==> src/core/a2q_consts.svh <==
// offsets, field positions and reset values of the pulse-train block
// assumes a 32-bit classic wishbone slave with byte addressing
`ifndef A2Q_CONSTS_SVH
`define A2Q_CONSTS_SVH

// -------------------------------------------------------
// register byte offsets
// -------------------------------------------------------
`define A2Q_OFF_CTRL 8'h00
`define A2Q_OFF_STATUS 8'h04
`define A2Q_OFF_COUNT 8'h08
`define A2Q_OFF_SPACING 8'h0C
`define A2Q_OFF_INDEX 8'h10
`define A2Q_OFF_PUSH 8'h14
`define A2Q_OFF_PROGRESS 8'h18

// -------------------------------------------------------
// field positions
// -------------------------------------------------------
`define A2Q_CTRL_SETUP 0
`define A2Q_CTRL_START 1
`define A2Q_CTRL_FLUSH 2
`define A2Q_ST_BUSY 0
`define A2Q_ST_PEND 1
`define A2Q_ST_EMPTY 2
`define A2Q_ST_FULL 3
`define A2Q_ST_OVF 4
`define A2Q_ST_LEVEL_LSB 8
`define A2Q_PUSH_DIR 0
`define A2Q_PUSH_CROSS 1

// -------------------------------------------------------
// reset values and direction codes
// -------------------------------------------------------
`define A2Q_CTRL_RST 1'b0
`define A2Q_STEP_RST 16'h0000
`define A2Q_DIR_CW 1'b0
`define A2Q_DIR_CCW 1'b1
`define A2Q_SPACING_MIN 16'h0001

`endif

==> src/core/a2q_pkg.sv <==
// types shared by the pulse-train block
// assumes a2q_consts.svh sits beside it on the include path
package a2q_pkg;

	// one queued pulse-train job
	typedef struct packed {
		logic dirCounter; // 1: B leads A
		logic crossZero; // index edges valid
		logic [15:0] stepCount; // internal step clocks
		logic [15:0] spacing; // logic clocks between steps
		logic [15:0] idxRise; // step number raising index
		logic [15:0] idxFall; // step number lowering index
	} a2q_job_t;

	// quadrature and index outputs
	typedef struct packed {
		logic encA;
		logic encB;
		logic encIdx;
	} a2q_enc_t;

	typedef enum logic [1:0] {
		A2Q_IDLE = 2'b01,
		A2Q_RUN = 2'b10
	} a2q_state_t;

endpackage

==> src/core/a2q_top.sv <==
// absolute-to-quadrature pulse train generator with wishbone register access
// assumes one 200 MHz clock, async active-high reset, synchronous inputs
// Contract
// - jobs come from a pull fifo software fills: count, spacing, index edges, direction
// - quadrature outputs move on exactly the commanded number of step clocks
// - consecutive step clocks are spaced by the commanded logic-clock count
// - on zero crossing index rises at one step edge and falls at another
// - job direction selects whether A leads B or B leads A
// - a new train starts only after the previous one fully completes
// - no output pulses before setup is done after every reset
//
// The implementer's own choices: the register addresses and the Wishbone interface to the registers.
`timescale 1ns/10ps
`include "a2q_consts.svh"

module a2q_top import a2q_pkg::*; #(
	parameter int FIFO_DEPTH = 4
) (
	input wire logic clk, // 200 MHz logic clock
	input wire logic rst, // async reset, active high
	input wire logic wb_cyc_i, // wishbone cycle
	input wire logic wb_stb_i, // wishbone strobe
	input wire logic wb_we_i, // wishbone write
	input wire logic [7:0] wb_adr_i, // byte address
	input wire logic [3:0] wb_sel_i, // byte enables
	input wire logic [31:0] wb_dat_i, // write data
	output logic [31:0] wb_dat_o, // read data
	output logic wb_ack_o, // one-cycle ack
	output a2q_enc_t encOut, // emulated encoder A, B, index
	output logic trainBusy // a train is playing
);

	localparam int AW = $clog2(FIFO_DEPTH);

	// -------------------------------------------------------
	// storage
	// -------------------------------------------------------
	logic setupDone_r;
	logic startPend_r;
	logic overflow_r;
	logic [15:0] stageCount_r;
	logic [15:0] stageSpacing_r;
	logic [31:0] stageIndex_r;
	a2q_job_t fifoMem [FIFO_DEPTH];
	logic [AW:0] wrPtr_r;
	logic [AW:0] rdPtr_r;
	a2q_state_t state_r;
	a2q_job_t job_r;
	logic [15:0] stepsDone_r;
	logic [15:0] waitCnt_r;
	logic [31:0] rdData_nxt;

	wire logic busAccess = wb_cyc_i & wb_stb_i & ~wb_ack_o;
	wire logic busWrite = busAccess & wb_we_i;
	wire logic [AW:0] fifoLevel = wrPtr_r - rdPtr_r;
	wire logic fifoEmpty = (wrPtr_r == rdPtr_r);
	wire logic fifoFull = (fifoLevel == (AW + 1)'(FIFO_DEPTH));
	wire logic pushReq = busWrite & (wb_adr_i == `A2Q_OFF_PUSH) & wb_sel_i[0];
	wire logic ctrlWr = busWrite & (wb_adr_i == `A2Q_OFF_CTRL) & wb_sel_i[0];
	wire logic flushReq = ctrlWr & wb_dat_i[`A2Q_CTRL_FLUSH];
	wire logic startReq = ctrlWr & wb_dat_i[`A2Q_CTRL_START];
	// a job is launched only from idle, after setup, on a start request
	wire logic launch = (state_r == A2Q_IDLE) & setupDone_r & startPend_r & ~fifoEmpty;
	wire logic stepTick = (state_r == A2Q_RUN) & (waitCnt_r == 16'h0001)
		& (stepsDone_r != job_r.stepCount);
	wire logic [15:0] stepNum = stepsDone_r + 16'h0001;

	// byte-lane merge for the staging registers
	function automatic logic [31:0] laneMerge(input logic [31:0] old, input logic [31:0] nw,
		input logic [3:0] sel);
		logic [31:0] res;
		res = old;
		for (int i = 0; i < 4; i++) begin
			if (sel[i]) begin
				res[i*8 +: 8] = nw[i*8 +: 8];
			end
		end
		return res;
	endfunction

	// -------------------------------------------------------
	// wishbone slave: one wait state, ack for every address
	// -------------------------------------------------------
	always_ff @(posedge clk or posedge rst) begin
		if (rst) begin
			wb_ack_o <= 1'b0;
			wb_dat_o <= 32'h0000_0000;
		end else begin
			wb_ack_o <= busAccess;
			wb_dat_o <= busAccess & ~wb_we_i ? rdData_nxt : 32'h0000_0000;
		end
	end

	// read mux; unmapped offsets read zero
	always_comb begin
		rdData_nxt = 32'h0000_0000;
		case (wb_adr_i)
			`A2Q_OFF_CTRL: begin
				rdData_nxt[`A2Q_CTRL_SETUP] = setupDone_r;
			end
			`A2Q_OFF_STATUS: begin
				rdData_nxt[`A2Q_ST_BUSY] = (state_r == A2Q_RUN);
				rdData_nxt[`A2Q_ST_PEND] = startPend_r;
				rdData_nxt[`A2Q_ST_EMPTY] = fifoEmpty;
				rdData_nxt[`A2Q_ST_FULL] = fifoFull;
				rdData_nxt[`A2Q_ST_OVF] = overflow_r;
				rdData_nxt[`A2Q_ST_LEVEL_LSB +: AW + 1] = fifoLevel;
			end
			`A2Q_OFF_COUNT: begin
				rdData_nxt[15:0] = stageCount_r;
			end
			`A2Q_OFF_SPACING: begin
				rdData_nxt[15:0] = stageSpacing_r;
			end
			`A2Q_OFF_INDEX: begin
				rdData_nxt = stageIndex_r;
			end
			`A2Q_OFF_PROGRESS: begin
				rdData_nxt[15:0] = stepsDone_r;
			end
			default: begin
				rdData_nxt = 32'h0000_0000;
			end
		endcase
	end

	// control: setup flag and start request held until a job launches
	always_ff @(posedge clk or posedge rst) begin
		if (rst) begin
			setupDone_r <= `A2Q_CTRL_RST;
			startPend_r <= `A2Q_CTRL_RST;
		end else begin
			if (ctrlWr) begin
				setupDone_r <= wb_dat_i[`A2Q_CTRL_SETUP];
			end
			// a start during a running train waits here, so set beats launch
			if (startReq) begin
				startPend_r <= 1'b1;
			end else if (launch) begin
				startPend_r <= 1'b0;
			end
		end
	end

	// staging words assembled before the push
	always_ff @(posedge clk or posedge rst) begin
		if (rst) begin
			stageCount_r <= `A2Q_STEP_RST;
			stageSpacing_r <= `A2Q_SPACING_MIN;
			stageIndex_r <= 32'h0000_0000;
		end else if (busWrite) begin
			case (wb_adr_i)
				`A2Q_OFF_COUNT: begin
					stageCount_r <= 16'(laneMerge({16'h0000, stageCount_r}, wb_dat_i,
						wb_sel_i));
				end
				`A2Q_OFF_SPACING: begin
					stageSpacing_r <= 16'(laneMerge({16'h0000, stageSpacing_r}, wb_dat_i,
						wb_sel_i));
				end
				`A2Q_OFF_INDEX: begin
					stageIndex_r <= laneMerge(stageIndex_r, wb_dat_i, wb_sel_i);
				end
				default: begin
				end
			endcase
		end
	end

	// -------------------------------------------------------
	// pull fifo of jobs
	// -------------------------------------------------------
	always_ff @(posedge clk) begin
		if (pushReq & ~fifoFull) begin
			fifoMem[wrPtr_r[AW-1:0]] <= '{
				dirCounter: wb_dat_i[`A2Q_PUSH_DIR],
				crossZero: wb_dat_i[`A2Q_PUSH_CROSS],
				stepCount: stageCount_r,
				spacing: stageSpacing_r,
				idxRise: stageIndex_r[15:0],
				idxFall: stageIndex_r[31:16]};
		end
	end

	// pointers; a push into a full fifo is dropped and flagged
	always_ff @(posedge clk or posedge rst) begin
		if (rst) begin
			wrPtr_r <= '0;
			rdPtr_r <= '0;
			overflow_r <= 1'b0;
		end else begin
			if (flushReq) begin
				wrPtr_r <= rdPtr_r + (AW + 1)'(launch);
			end else if (pushReq & ~fifoFull) begin
				wrPtr_r <= wrPtr_r + 1'b1;
			end
			if (launch) begin
				rdPtr_r <= rdPtr_r + 1'b1;
			end
			if (pushReq & fifoFull) begin
				overflow_r <= 1'b1;
			end else if (busWrite & (wb_adr_i == `A2Q_OFF_STATUS) & wb_sel_i[0]
				& wb_dat_i[`A2Q_ST_OVF]) begin
				overflow_r <= 1'b0;
			end
		end
	end

	// -------------------------------------------------------
	// train sequencer
	// -------------------------------------------------------
	always_ff @(posedge clk or posedge rst) begin
		if (rst) begin
			state_r <= A2Q_IDLE;
			job_r <= '0;
			stepsDone_r <= `A2Q_STEP_RST;
			waitCnt_r <= `A2Q_SPACING_MIN;
		end else begin
			case (state_r)
				A2Q_IDLE: begin
					if (launch) begin
						job_r <= fifoMem[rdPtr_r[AW-1:0]];
						stepsDone_r <= `A2Q_STEP_RST;
						// zero spacing would wrap the counter, so treat it as one
						waitCnt_r <= (fifoMem[rdPtr_r[AW-1:0]].spacing == 16'h0000) ?
							`A2Q_SPACING_MIN : fifoMem[rdPtr_r[AW-1:0]].spacing;
						state_r <= A2Q_RUN;
					end
				end
				A2Q_RUN: begin
					if (stepsDone_r == job_r.stepCount) begin
						state_r <= A2Q_IDLE;
					end else if (stepTick) begin
						stepsDone_r <= stepNum;
						waitCnt_r <= (job_r.spacing == 16'h0000) ? `A2Q_SPACING_MIN
							: job_r.spacing;
					end else begin
						waitCnt_r <= waitCnt_r - 16'h0001;
					end
				end
				default: begin
					state_r <= A2Q_IDLE;
				end
			endcase
		end
	end

	// quadrature and index outputs; only step ticks move A and B, index also clears when the train ends
	always_ff @(posedge clk or posedge rst) begin
		if (rst) begin
			encOut <= '0;
			trainBusy <= 1'b0;
		end else begin
			trainBusy <= (state_r == A2Q_RUN) | launch;
			if (stepTick) begin
				// one bit per step keeps a quarter-period phase shift
				if (job_r.dirCounter == `A2Q_DIR_CW) begin
					encOut.encA <= ~encOut.encB;
					encOut.encB <= encOut.encA;
				end else begin
					encOut.encA <= encOut.encB;
					encOut.encB <= ~encOut.encA;
				end
				if (job_r.crossZero & (stepNum == job_r.idxRise)) begin
					encOut.encIdx <= 1'b1;
				end else if (job_r.crossZero & (stepNum == job_r.idxFall)) begin
					encOut.encIdx <= 1'b0;
				end
			end else if ((state_r == A2Q_RUN) & (stepsDone_r == job_r.stepCount)) begin
				// a fall edge past the last step must not leave index stuck high
				encOut.encIdx <= 1'b0;
			end
		end
	end

endmodule

==> config.mk <==
export PLATFORM = sky130hd
export DESIGN_NAME = a2q_top
export DESIGN_NICKNAME = d
export VERILOG_FILES = /design/src/core/a2q_pkg.sv /design/src/core/a2q_top.sv
export VERILOG_INCLUDE_DIRS = /design/src /design/src/core
export SDC_FILE = /design/constraint.sdc
export NUM_CORES = 1
export LEC_CHECK = 0
export ABC_AREA = 0
export BUFFER_PORTS_ARGS = -buffer_cell sky130_fd_sc_hd__buf_4
export CORE_MARGIN = 2
export CORE_UTILIZATION = 52
export DETAILED_ROUTE_END_ITERATION = 12
export PLACE_DENSITY = 0.69
export REMOVE_ABC_BUFFERS = 1
export SLEW_MARGIN = 20
export SYNTH_ARGS = -nofsm -noshare
export SYNTH_HDL_FRONTEND = slang
export SYNTH_SLANG_ARGS = --single-unit
==> constraint.sdc <==
create_clock -name clk -period 11 [get_ports clk]
set_clock_uncertainty 0.1 [all_clocks]
set_input_delay 2.75 -clock clk [delete_from_list [all_inputs] [get_ports clk]]
set_output_delay 2.75 -clock clk [all_outputs]
set_load 0.02 [all_outputs]
=== Yosys cells after proc, flatten, opt, wreduce, memory -nomap -nowiden ===
Memories as Yosys holds them, arrays and structs flattened.
Index checks and enable logic that the tools add are counted.

* Bits in writable memories: 264
* Logic and storage cells: 139
* Register bits after elaboration: 210
* Output and inout port bits: 37
* Input port bits: 49
* Memories kept: 1

{| class="wikitable"
|+ Memories
! memory !! depth !! bits a word !! rd ports !! clocked after memory_dff !! write ports !! RTL line !! RTL
|-
| fifoMem || 4 || 66 || 1 || 0 || 1 || a2q_top.sv:44 || <nowiki>a2q_job_t fifoMem [FIFO_DEPTH];</nowiki>
|}

* Reduce and logical (&&, ||, !) cells: 21
* Multiplexer cells: 33
* $add $sub $neg: 6
* Bitwise gates (word level): 30
* Equality and inequality tests: 20

{| class="wikitable"
|+ Operator list
! kind !! number
|-
| $mux W16 || 9
|-
| $pmux W16 S2 || 2
|-
| $eq A16 B16 Y1 || 3
|-
| $logic_not A16 Y1 || 2
|-
| $mux W32 || 1
|-
| $reduce_and A3 Y1 || 9
|-
| $eq A8 B5 Y1 const B || 3
|-
| $and A1 B1 Y1 || 23
|-
| $pmux W4 S5 || 1
|-
| $pmux W5 S4 || 1
|-
| $add A16 B1 Y16 const B || 1
|-
| $eq A16 B1 Y1 const B || 1
|-
| $eq A8 B4 Y1 const B || 2
|-
| $ne A16 B16 Y1 || 1
|-
| $sub A16 B1 Y16 const B || 1
|-
| $pmux W3 S5 || 1
|-
| $pmux W3 S4 || 1
|-
| $mux W1 || 10
|-
| $reduce_bool A2 Y1 || 5
|-
| $eq A8 B3 Y1 const B || 1
|-
| $logic_not A8 Y1 || 1
|-
| $add A3 B1 Y3 const B || 2
|-
| $mux W2 || 3
|-
| $mux W3 || 2
|-
| other kinds (15) || 24
|}

=== Longest topological paths before layout ===
Gate-level depths: netlist (run 1).

* Depth after elaboration: 8
* Depth in mapped cells: 15
* Depth with buffers taken out: 10

=== Worst setup path after synthesis (run 1) ===
OpenSTA, ideal clock, no wires.

* Kind: input -> register
* Start: input port wb_cyc_i
* End: register wrPtr_r[2]
* Slack: 5.141 ns
* Stages on the path: 7
* Required time: 10.770 ns
* Setup time: 0.130 ns
* Data arrival time: 5.629 ns
* Buffers on the path: 0
* Cell sequence: nand2_1 > nor2_1 > nand3_1 > nor4_2 > and2_1 > xnor2_1 > a21oi_1

* Cells in the longest elaborated chain, start to end: 7
* Elaborated cells on any way between the ends: 11
* Those cells by class: mux: 1; bitwise: 9; reduce/logical: 1

{| class="wikitable"
|+ Ends and longest elaborated chain
! what !! RTL line !! RTL
|-
| from (decl) || a2q_top.sv:21 || <nowiki>input wire logic wb_cyc_i,</nowiki>
|-
| $and A1 B1 Y1 (*) (2 in series) || a2q_top.sv:53 || <nowiki>wire logic busAccess = wb_cyc_i & wb_stb_i & ~wb_ack_o;</nowiki>
|-
| via busAccess || a2q_top.sv:53 ||
|-
| $and A1 B1 Y1 (*) || a2q_top.sv:54 || <nowiki>wire logic busWrite = busAccess & wb_we_i;</nowiki>
|-
| $and A1 B1 Y1 (on tied branches) (2 in series) || a2q_top.sv:59, a2q_top.sv:58 ||
|-
| $and A1 B1 Y1 (on tied branches) || a2q_top.sv:60, a2q_top.sv:194 ||
|-
| $mux W3 or $reduce_bool A2 Y1 (tied branches) || n/a ||
|-
| to (signal assigned) || a2q_top.sv:193 || <nowiki>wrPtr_r <= rdPtr_r + (AW + 1)'(launch);</nowiki>
|-
| to (signal assigned) || a2q_top.sv:195 || <nowiki>wrPtr_r <= wrPtr_r + 1'b1;</nowiki>
|-
| to (decl) || a2q_top.sv:45 || <nowiki>logic [AW:0] wrPtr_r;</nowiki>
|}

The timed path passes the listed nets; every way through them passes the cells marked *.
A chain may end at the register's enable or synchronous reset.

=== Worst setup path after layout (run 1) ===
* Start: input port wb_adr_i[5]
* End: register stageCount_r[12]

* Cells in the longest elaborated chain, start to end: 2

{| class="wikitable"
|+ Ends and longest elaborated chain
! what !! RTL line !! RTL
|-
| from (decl) || a2q_top.sv:24 || <nowiki>input wire logic [7:0] wb_adr_i,</nowiki>
|-
| $eq A8 B4 Y1 || a2q_top.sv:152 || <nowiki>case (wb_adr_i)</nowiki>
|-
| $reduce_and A3 Y1 (no source line) || n/a ||
|-
| to (signal assigned) || a2q_top.sv:148 || <nowiki>stageCount_r <= `A2Q_STEP_RST;</nowiki>
|-
| to (signal assigned) || a2q_top.sv:154 || <nowiki>stageCount_r <= 16'(laneMerge({16'h0000, stageCount_r}, wb_dat_i,</nowiki>
|-
| to (decl) || a2q_top.sv:41 || <nowiki>logic [15:0] stageCount_r;</nowiki>
|}

Every way passes these cells.

==> flow_metrics.tcl, run 1 <==
set metrics [dict create \
    netlist_area_sq_um 19900 \
    status "finished clean" \
    grt_start_max_net_pins 82 \
    vdd_drop_max_uv 146 \
    end_kind "flip-flop" \
    synth-edff-count 264 \
    min_period_ns 5.29 \
    seq_area_frac_synth_pct 66.3 \
    yosys_warnings 0 \
    top_usage_layer "met2" \
    tritoncts "done" \
    finalSetupViolCount 0 \
    met3_usage_pct 3.51 \
    yosys.area.top_type "edfxtp_1" \
    clock-root-buffer "clkbuf_16" \
    critPathKind "primary input to flip-flop" \
    setup_slack_ns 5.71 \
    arrival_ns 5.65 \
    grt_pass1_vias 11200 \
    drv_slew 0 \
    avgSynthCellArea_sq_um 16.2 \
    die_h_um 200 \
    dp_worst_setup_slack_ns 5.15 \
    crit_path_start_kind "primary input" \
    relSlewSlack_pct 27.7 \
    dp.cells 1767 \
    nets 1370 \
    grt_antenna_before_repair 0 \
    critPathMaxFanout 11 \
    p_per_area_nw_per_um2 161 \
    drtIter0Drc 751 \
    use_met1_pct 32.2 \
    instances_no_fill 1860 \
    seqPwrFrac_pct 51.4 \
    synth-seq-cells 474 \
    switchingPower_mw 0.712 \
    rsz0062_at_grt "false" \
    routedWlPerCell_um 23.9 \
    p_sw_share_pct 19.6 \
    grt_first_pass_wirelength_mm 68.1 \
    ys_types 72 \
    final.setup.tns_ns 0 \
    ios 86 \
    rows 71 \
    pwr-share-clk_pct 47.3 \
    io_buffers 85 \
    clk_transition_reported_paths_ns 0.06 \
    post_cts_buffers 0 \
    die-width_um 200 \
    synthFlopType "edfxtp_1" \
    final_hold_viol_count 0 \
    cts_buffer_depth 3 \
    drv_cap 0 \
    tightest_slew_ns 1.08 \
    overflow 0 \
    synth_area_leaders "edfxtp_1 (40%), dfrtp_1 (26%), mux2_2 (7.9%)" \
    hold_class "flip-flop to flip-flop" \
    synth_top_cell_area_share_pct 39.9 \
    design.die.area_sq_um 39800 \
    drc_errors 0 \
    drt-pass1-iter-count 5 \
    grt_util_all_layers_pct 23.3 \
    netlist_instances 1227 \
    vias 10900 \
    initial_core_util_pct 52.8 \
    critPathRequiredTime_ns 11.36 \
    antenna_left 0 \
    syn_to_final_growth_pct 13.7 \
    leakage_nw 9.54 \
    nFillCells 2882 \
    cts.sinks 474 \
    vias_per_cell 5.88 \
    cts_hold_buf 0 \
    min_period_over_period_pct 48.1 \
    hpwlAfterDp_mm 27.7 \
    synthArstFlopShare_pct 44.3 \
    p_int_mw 2.93 \
    core_sq_um 37700 \
    fmax_ghz 0.189 \
    num_antenna_cells 0 \
    numCtsBuffers 49 \
    htree_levels 2 \
    grtUsageMet2_pct 37.6 \
    gp_congestion 0.845 \
    p_comb_share_pct 1.3 \
    drive_gt1_share_pct 30.6 \
    cts_resized 0 \
    wirelength_mm 44.4 \
    clkLatencyLatePin_ns 0.59 \
]
per-layer routing:
layer  up-vias  share of wire (%)  wire length [um]
met1      5718                 44             19400
met5         -                  0                 0
met3        77                4.6              2030
li1       4870                  -                 -
met2       271                 49             21600
met4         0                3.2              1400
synth_stat cells (3+ instances only):
cell type,instances
nand2b_1,3
nor4_2,4
and2_1,5
buf_6,10
buf_4,12
nor2b_1,6
buf_1,9
buf_2,16
a21oi_1,26
nor3_1,16
nor2_1,53
mux2i_1,10
nand2_1,54
o21ai_0,21
mux2_2,139
o22a_1,3
xnor2_1,41
o211ai_1,10
a22oi_1,9
a22o_1,12
a31oi_1,15
xnor3_1,3
nand3_1,17
clkbuf_1,24
dfstp_2,3
xor2_1,35
edfxtp_1,264
and3_1,21
or3_1,3
ha_1,12
nand4_1,4
mux4_2,66
nor3_2,4
inv_1,12
a221oi_1,11
dfrtp_1,207
nor4_1,19
metrics by stage:
stage / instance area (sq um) / total power, mW / hold WS, ns / utilization, %
CTS: 22600 / 3.67 / 0.418 / 60.0
floorplan: 19500 / 1.92 / 0.367 / -
global placement: 20900 / 1.95 / 0.387 / 55.5
finish: 22600 / 3.64 / 0.420 / 60.0
global route: 22600 / 3.74 / 0.440 / 60.0
detailed placement: 20900 / 1.95 / 0.402 / 55.5
flip-flops by register name, summed over array words and instances (netlist names):
signal and cells:
startPend_r 1, setupDone_r 1, waitCnt_r 16, state_r 2, stageCount_r 16, stageIndex_r 32, overflow_r 1, encOut 3
fifoMem 264, wb_ack_o 1, wb_dat_o 32, trainBusy 1, wrPtr_r 3, rdPtr_r 3, stageSpacing_r 16, job_r 66
stepsDone_r 16
area by class of cell:
class | count | area [sq um] | share of cell area (%)
inverter | 14 | 60.1 | 0.266
clock buffer | 72 | 1440 | 6.35
multi-input combinational | 668 | 6260 | 27.7
sequential | 474 | 13200 | 58.3
clock inverter | 20 | 249 | 1.10
timing repair buffer | 101 | 778 | 3.44
tap | 511 | 639 | 2.83
power groups by stage:
stage	clock network, mW	logic, mW	registers, mW
3_5_place_dp	0	0.0490	1.91
5_1_grt	1.82	0.0531	1.87
2_1_floorplan	0	0.0175	1.90
3_3_place_gp	0	0.0488	1.90
4_1_cts	1.75	0.0494	1.87
6_report	1.72	0.0478	1.87
cells in the final DEF (no fill, tap or decap), drive strengths merged, types with 3 or more instances in the layout:
cell type  Yosys  final
a22oi          9      9
xnor3          3      3
inv           14     16
a22o          12     12
o22a           3      3
xor2          35     35
nor3          20     20
a221oi        11     11
dfstp          3      3
mux4          66     66
clkinv         0     12
nand2         54     54
a21oi         26     26
nor2          54     54
nand2b         3      3
dfrtp        207    207
a31oi         15     15
mux2i         10     10
bufinv         0      6
nor4          24     24
buf           47    101
xnor2         41     41
edfxtp       264    264
o21ai         22     22
nor3b          3      3
and3          23     23
nand3         20     20
clkbuf        24     72
ha            12     12
o211ai        10     10
nand4          6      6
nor2b          6      6
a21boi         3      3
or3            4      4
and2           5      5
mux2         139    139
path summary, 6_finish.rpt:
check | depth (start not counted) | startpoint | slack (ns) | endpoint
hold / removal | 0 | stageIndex_r[20]$_DFFE_PP0P_ | 0.42 | fifoMem[0][4]$_DFFE_PP_
hold reg to reg | 0 | stageIndex_r[20]$_DFFE_PP0P_ | 0.42 | fifoMem[0][4]$_DFFE_PP_
setup / recovery | 7 | wb_adr_i[5] | 5.71 | stageCount_r[12]$_DFFE_PP0P_
min in group asynchronous | 2 | rst | 2.12 | encOut[2]$_DFFE_PP0P_
max in group asynchronous | 3 | rst | 7.20 | job_r[61]$_DFFE_PP0P_
setup reg to reg | 11 | rdPtr_r[1]$_DFFE_PP0P_ | 6.63 | stepsDone_r[0]$_DFFE_PP0P_
cell families (layout without fill, tap and decap cells):
logic type / Yosys count / count (layout) / share of synthesized area (%)
AO/OA/AOI/OAI: 128 / 128 / 4.41
adder cells (fa/ha/maj): 13 / 13 / 0.856
buffers and inverters: 85 / 207 / 2.31
XOR/XNOR: 79 / 79 / 3.69
multiplexers: 215 / 215 / 15.8
flip-flops: 474 / 474 / 66.3
AND/OR/NAND/NOR: 233 / 233 / 6.59
critical path, cell delays in order:
cell and delay [ns]:
buf_4 0.13, nor3_1 0.27, nand2_1 0.16, nor2_1 0.76, nand2_1 0.47, nor3_2 0.69, mux2_2 0.41
Power figures use the tool's default switching activity.
==> inputs of run 2 (changes only) <==
- clock period: 11 -> 5 ns (I/O delays scaled with it)
==> run 2 against run 1 <==
  * Non-clock buffer count is 8 higher
  * Clock-buffer cell count fell by 10
  * Highest routed layer unchanged
  * Core utilization is 0.063 points lower
  * Hold slack worse by 0.0037 ns
  * First-iteration DRC count up 8.5%
==> flow_metrics.tcl, run 2 (synthesized netlist as in run 1, its figures left out) <==
set metrics [dict create \
    clock-root-buffer "clkbuf_16" \
    drtIter0Drc 815 \
    max_stage_delay_ns 0.71 \
    overflow 0 \
    grt_first_pass_wirelength_mm 70.3 \
    p_per_area_nw_per_um2 344 \
    drv_slew 0 \
    finalSetupViolCount 0 \
    multiInputGateArea_sq_um 6260 \
    instances_no_fill 1864 \
    gp_congestion 0.859 \
    min_period_ns 3.87 \
    layout_common_cells "edfxtp_1 (264), dfrtp_1 (205), mux2_2 (139)" \
    fmax_ghz 0.259 \
    largest_reg_flops 264 \
    min_period_over_period_pct 77.4 \
    critPathRequiredTime_ns 5.36 \
    end_kind "flip-flop" \
    drc_errors 0 \
    rsz0062_at_grt "false" \
    relSlewSlack_pct 22.0 \
    final_common_cell "edfxtp_1" \
    vias 11100 \
    setup_slack_ns 1.13 \
    dp.cells 1776 \
    clkLatencyLatePin_ns 0.58 \
    antenna_left 0 \
    cts_hold_buf 0 \
    rows 71 \
    cpMaxStageDelayCell "dfrtp_4" \
    wirelength_mm 45.2 \
    design.die.area_sq_um 39800 \
    drive_gt1_share_pct 31.0 \
    drv_cap 0 \
    hpwlAfterDp_mm 29.2 \
    grt_start_max_net_pins 113 \
    vdd_drop_max_uv 352 \
    htree_levels 2 \
    nets 1377 \
    num_antenna_cells 0 \
    routedWlPerCell_um 24.2 \
    initial_core_util_pct 52.8 \
    cts_buffer_depth 3 \
    hold_class "flip-flop to flip-flop" \
    critPathKind "flip-flop to flip-flop" \
    cts.sinks 474 \
    dp_worst_setup_slack_ns 0.907 \
    tightest_slew_ns 1.14 \
    clk_transition_reported_paths_ns 0.06 \
    core_sq_um 37700 \
    nFillCells 2927 \
    total_power_mw 7.76 \
    final_hold_viol_count 0 \
    cts_resized 0 \
    seqCellArea_sq_um 13200 \
    path_cells "ha_1 > inv_1 > fa_1 > xor2_1 > nor3b_1 > nor4_2 > and2_4 > buf_12 > xnor2_1 > a21oi_1" \
    grt_util_all_layers_pct 24.1 \
    drt-pass1-iter-count 5 \
    tritoncts "done" \
    numCtsBuffers 48 \
    final.setup.tns_ns 0 \
    io_buffers 85 \
    syn_to_final_growth_pct 13.6 \
    crit_path_start_kind "flip-flop" \
    grt_antenna_before_repair 0 \
    die-width_um 200 \
    vias_per_cell 5.95 \
    status "finished clean" \
    leakage_nw 9.53 \
    arrival_ns 4.22 \
    post_cts_buffers 0 \
    critPathMaxFanout 36 \
    ios 86 \
    grt_pass1_vias 11600 \
    die_h_um 200 \
]
## run 2: cell count changes in the layout (fill, tap and decap cells not counted)
| cell | previous run | this run |
|---|---|---|
| clkinv_4 | 0 | 1 |
| bufinv_16 | 6 | 4 |
| clkinv_2 | 5 | 8 |
| clkbuf_16 | 51 | 49 |
| inv_6 | 2 | 3 |
| buf_12 | 0 | 5 |
| clkbuf_8 | 8 | 5 |
| buf_16 | 1 | 0 |
| clkbuf_1 | 13 | 8 |
| clkinv_1 | 7 | 10 |
| buf_4 | 100 | 104 |
## run 2: area by class of cell
class | instances | share of cell area, %
well taps | 511 | 2.83
flip-flops and latches | 474 | 58.4
clock inverters | 26 | 1.03
multi-input cells | 668 | 27.7
inverters | 14 | 0.266
repair buffers | 109 | 3.90
clock buffers | 62 | 5.87
## run 2: routing by layer
layer / GRT usage [%] / wire (um)
met3: 4.44 / 2900
met4: 10.3 / 1780
met1: 32.3 / 18500
met2: 38.9 / 22000
met5: 0.511 / 0
## run 2: worst paths after layout
| kind | start | endpoint | slack (ns) | depth (start not counted) |
|---|---|---|---|---|
| max | rdPtr_r[0]$_DFFE_PP0P_ | wrPtr_r[2]$_DFFE_PP0P_ | 1.13 | 10 |
| min | overflow_r$_DFFE_PP0P_ | overflow_r$_DFFE_PP0P_ | 0.42 | 1 |
| max reg2reg | rdPtr_r[0]$_DFFE_PP0P_ | wrPtr_r[2]$_DFFE_PP0P_ | 1.13 | 10 |
| min reg2reg | overflow_r$_DFFE_PP0P_ | overflow_r$_DFFE_PP0P_ | 0.42 | 1 |
| max in group asynchronous | rst | job_r[30]$_DFFE_PP0P_ | 3.13 | 3 |
| min in group asynchronous | rst | encOut[1]$_DFFE_PP0P_ | 0.71 | 2 |
## run 2: worst max-delay path: cells and delay by family (launching register included)
family                   cells  cell delay [ns]
flip-flops                   1             0.71
adder cells (fa/ha/maj)      2             0.60
AND/OR/NAND/NOR              3             1.49
XOR/XNOR                     2             0.34
AO/OA/AOI/OAI                1             0.08
buffers and inverters        2             0.39
## run 2: per-stage QoR
| stage | utilization [%] | hold WS, ns | cell area (sq um) |
|---|---|---|---|
| after CTS | 60.0 | 0.414 | 22600 |
| after floorplan | - | 0.367 | 19500 |
| after global placement | 55.8 | 0.388 | 21000 |
| after global routing | 60.0 | 0.446 | 22600 |
| after detailed placement | 55.8 | 0.396 | 21000 |
| final | 60.0 | 0.417 | 22600 |
## run 2: where the power goes
part | switching [mW] | internal (mW)
clock network | 1.47 | 2.08
registers | 0.00725 | 4.11
logic | 0.0712 | 0.0365
==> inputs of run 3 (changes only) <==
- clock period: 5 -> 4 ns (I/O delays scaled with it)
==> run 3 against run 2 <==
  * Clock power up 27%
  * Fmax up 18%
  * Core utilization up 0.71 points
  * Clock-buffer cell count up 11
  * Critical endpoint is now fifoMem[1][61]$_DFFE_PP_
  * Largest power group unchanged
  * Highest routed layer unchanged
==> flow_metrics.tcl, run 3 (synthesized netlist as in run 1, its figures left out) <==
set metrics [dict create \
    nFillCells 2882 \
    routedWlPerCell_um 24.4 \
    drc_errors 0 \
    design.die.area_sq_um 39800 \
    grt_start_max_net_pins 87 \
    grt_first_pass_wirelength_mm 70.8 \
    cp_top_family "simple AND/OR/NAND/NOR gates" \
    rsz0062_at_grt "false" \
    vdd_drop_max_uv 378 \
    p_sw_share_pct 19.7 \
    hold_class "primary input to async pin" \
    worst-path-buf-inv 3 \
    tightest_slew_ns 1.08 \
    finalInstanceArea_sq_um 22900 \
    wirelength_mm 46.0 \
    cts_hold_buf 0 \
    finalSetupViolCount 0 \
    critPathMaxFanout 19 \
    grt_util_all_layers_pct 24.2 \
    p_int_mw 7.86 \
    drv_cap 0 \
    die-width_um 200 \
    cpMaxStageDelayCell "nor4_2" \
    final_hold_viol_count 0 \
    grt_pass1_vias 11500 \
    drive_gt1_share_pct 31.6 \
    arrival_ns 3.45 \
    vias_per_cell 5.91 \
    end_kind "flip-flop" \
    hpwlAfterDp_mm 30.5 \
    antenna_left 0 \
    post_cts_buffers 0 \
    drv_slew 0 \
    drt-pass1-iter-count 5 \
    grt_antenna_before_repair 0 \
    max_stage_delay_ns 0.59 \
    drtIter0Drc 789 \
    hold_ws_ns 0.387 \
    worst_path_most_repeated_cell "inv_1" \
    seqPwrFrac_pct 52.5 \
    critPathRequiredTime_ns 4.16 \
    cts.sinks 474 \
    pwr-share-clk_pct 46.1 \
    p_comb_share_pct 1.4 \
    relSlewSlack_pct 27.9 \
    rows 71 \
    largest_reg_flops 264 \
    layout_common_cells "edfxtp_1 (264), dfrtp_1 (205), mux2_2 (139)" \
    crit_path_start_kind "flip-flop" \
    min_period_ns 3.29 \
    fmax_ghz 0.304 \
    status "finished clean" \
    clk_transition_reported_paths_ns 0.06 \
    clock-root-buffer "clkbuf_16" \
    path_cells "inv_1 > ha_1 > inv_1 > fa_1 > xor2_1 > nor3b_1 > nor4_2 > and2_4 > buf_12" \
    initial_core_util_pct 52.8 \
    cts_buffer_depth 3 \
    gp_congestion 0.861 \
    htree_levels 2 \
    critPathKind "flip-flop to flip-flop" \
    syn_to_final_growth_pct 14.9 \
    core_sq_um 37700 \
    min_period_over_period_pct 82.3 \
    cts_resized 0 \
    die_h_um 200 \
    nets 1394 \
    overflow 0 \
    switchingPower_mw 1.93 \
    leakage_nw 9.65 \
    num_antenna_cells 0 \
    vias 11100 \
    dpl-instance-area_sq_um 21300 \
    numCtsBuffers 49 \
    p_per_area_nw_per_um2 428 \
    io_buffers 85 \
    final.setup.tns_ns 0 \
    tritoncts "done" \
    ios 86 \
    final_common_cell "edfxtp_1" \
    clkLatencyLatePin_ns 0.57 \
]
run 3: cell types whose count changed in the layout (fill, tap and decap cells not counted), sizes merged:
| cell | before | now |
|---|---|---|
| inv | 17 | 14 |
| clkinvlp | 0 | 1 |
| buf | 109 | 125 |
| clkinv | 19 | 13 |
| clkbuf | 62 | 73 |
run 3: layer usage:
metal  wire, um  vias up  global-route usage (%)
li1           -     4906                       -
met1      19100     5796                    32.6
met2      23100      350                    40.8
met3       2530       84                    3.78
met4       1300        0                    7.82
met5          0        -                       0
run 3: final timing paths:
| path | end | startpoint | slack, ns | cells after the start |
|---|---|---|---|---|
| max in group asynchronous | job_r[34]$_DFFE_PP0P_ | rst | 2.53 | 3 |
| worst min-delay path | encOut[2]$_DFFE_PP0P_ | rst | 0.39 | 2 |
| worst min register to register | job_r[32]$_DFFE_PP0P_ | job_r[32]$_DFFE_PP0P_ | 0.42 | 1 |
| worst max-delay path | fifoMem[1][61]$_DFFE_PP_ | wrPtr_r[0]$_DFFE_PP0P_ | 0.71 | 9 |
| worst max register to register | fifoMem[1][61]$_DFFE_PP_ | wrPtr_r[0]$_DFFE_PP0P_ | 0.71 | 9 |
| min in group clk | job_r[32]$_DFFE_PP0P_ | job_r[32]$_DFFE_PP0P_ | 0.42 | 1 |
run 3: per-stage QoR:
step           setup WS [ns]  util, %  total power [mW]  instances
2_1_floorplan          -2.83        -              5.29       1156
3_3_place_gp           0.707     56.4              5.38       1792
3_5_place_dp           0.599     56.4              5.38       1792
4_1_cts                0.682     60.7              9.87       1883
5_1_grt                0.512     60.7              10.1       1883
6_report               0.709     60.7              9.79       1883
run 3: final cells by class:
class                   count  area [sq um]  area share [%]
clock inverters            18           200           0.876
inverters                  14          60.1           0.263
repair buffers            125          1110            4.87
clock buffers              73          1400            6.12
flip-flops and latches    474         13200            57.7
well taps                 511           639            2.80
multi-input cells         668          6260            27.4
run 3: power by group through the flow:
stage                     clock, mW  sequential [mW]  combinational [mW]
after global routing           4.78             5.14               0.154
after global placement            0             5.24               0.141
after CTS                      4.59             5.14               0.144
final                          4.51             5.14               0.139
after floorplan                   0             5.24              0.0482
after detailed placement          0             5.24               0.143
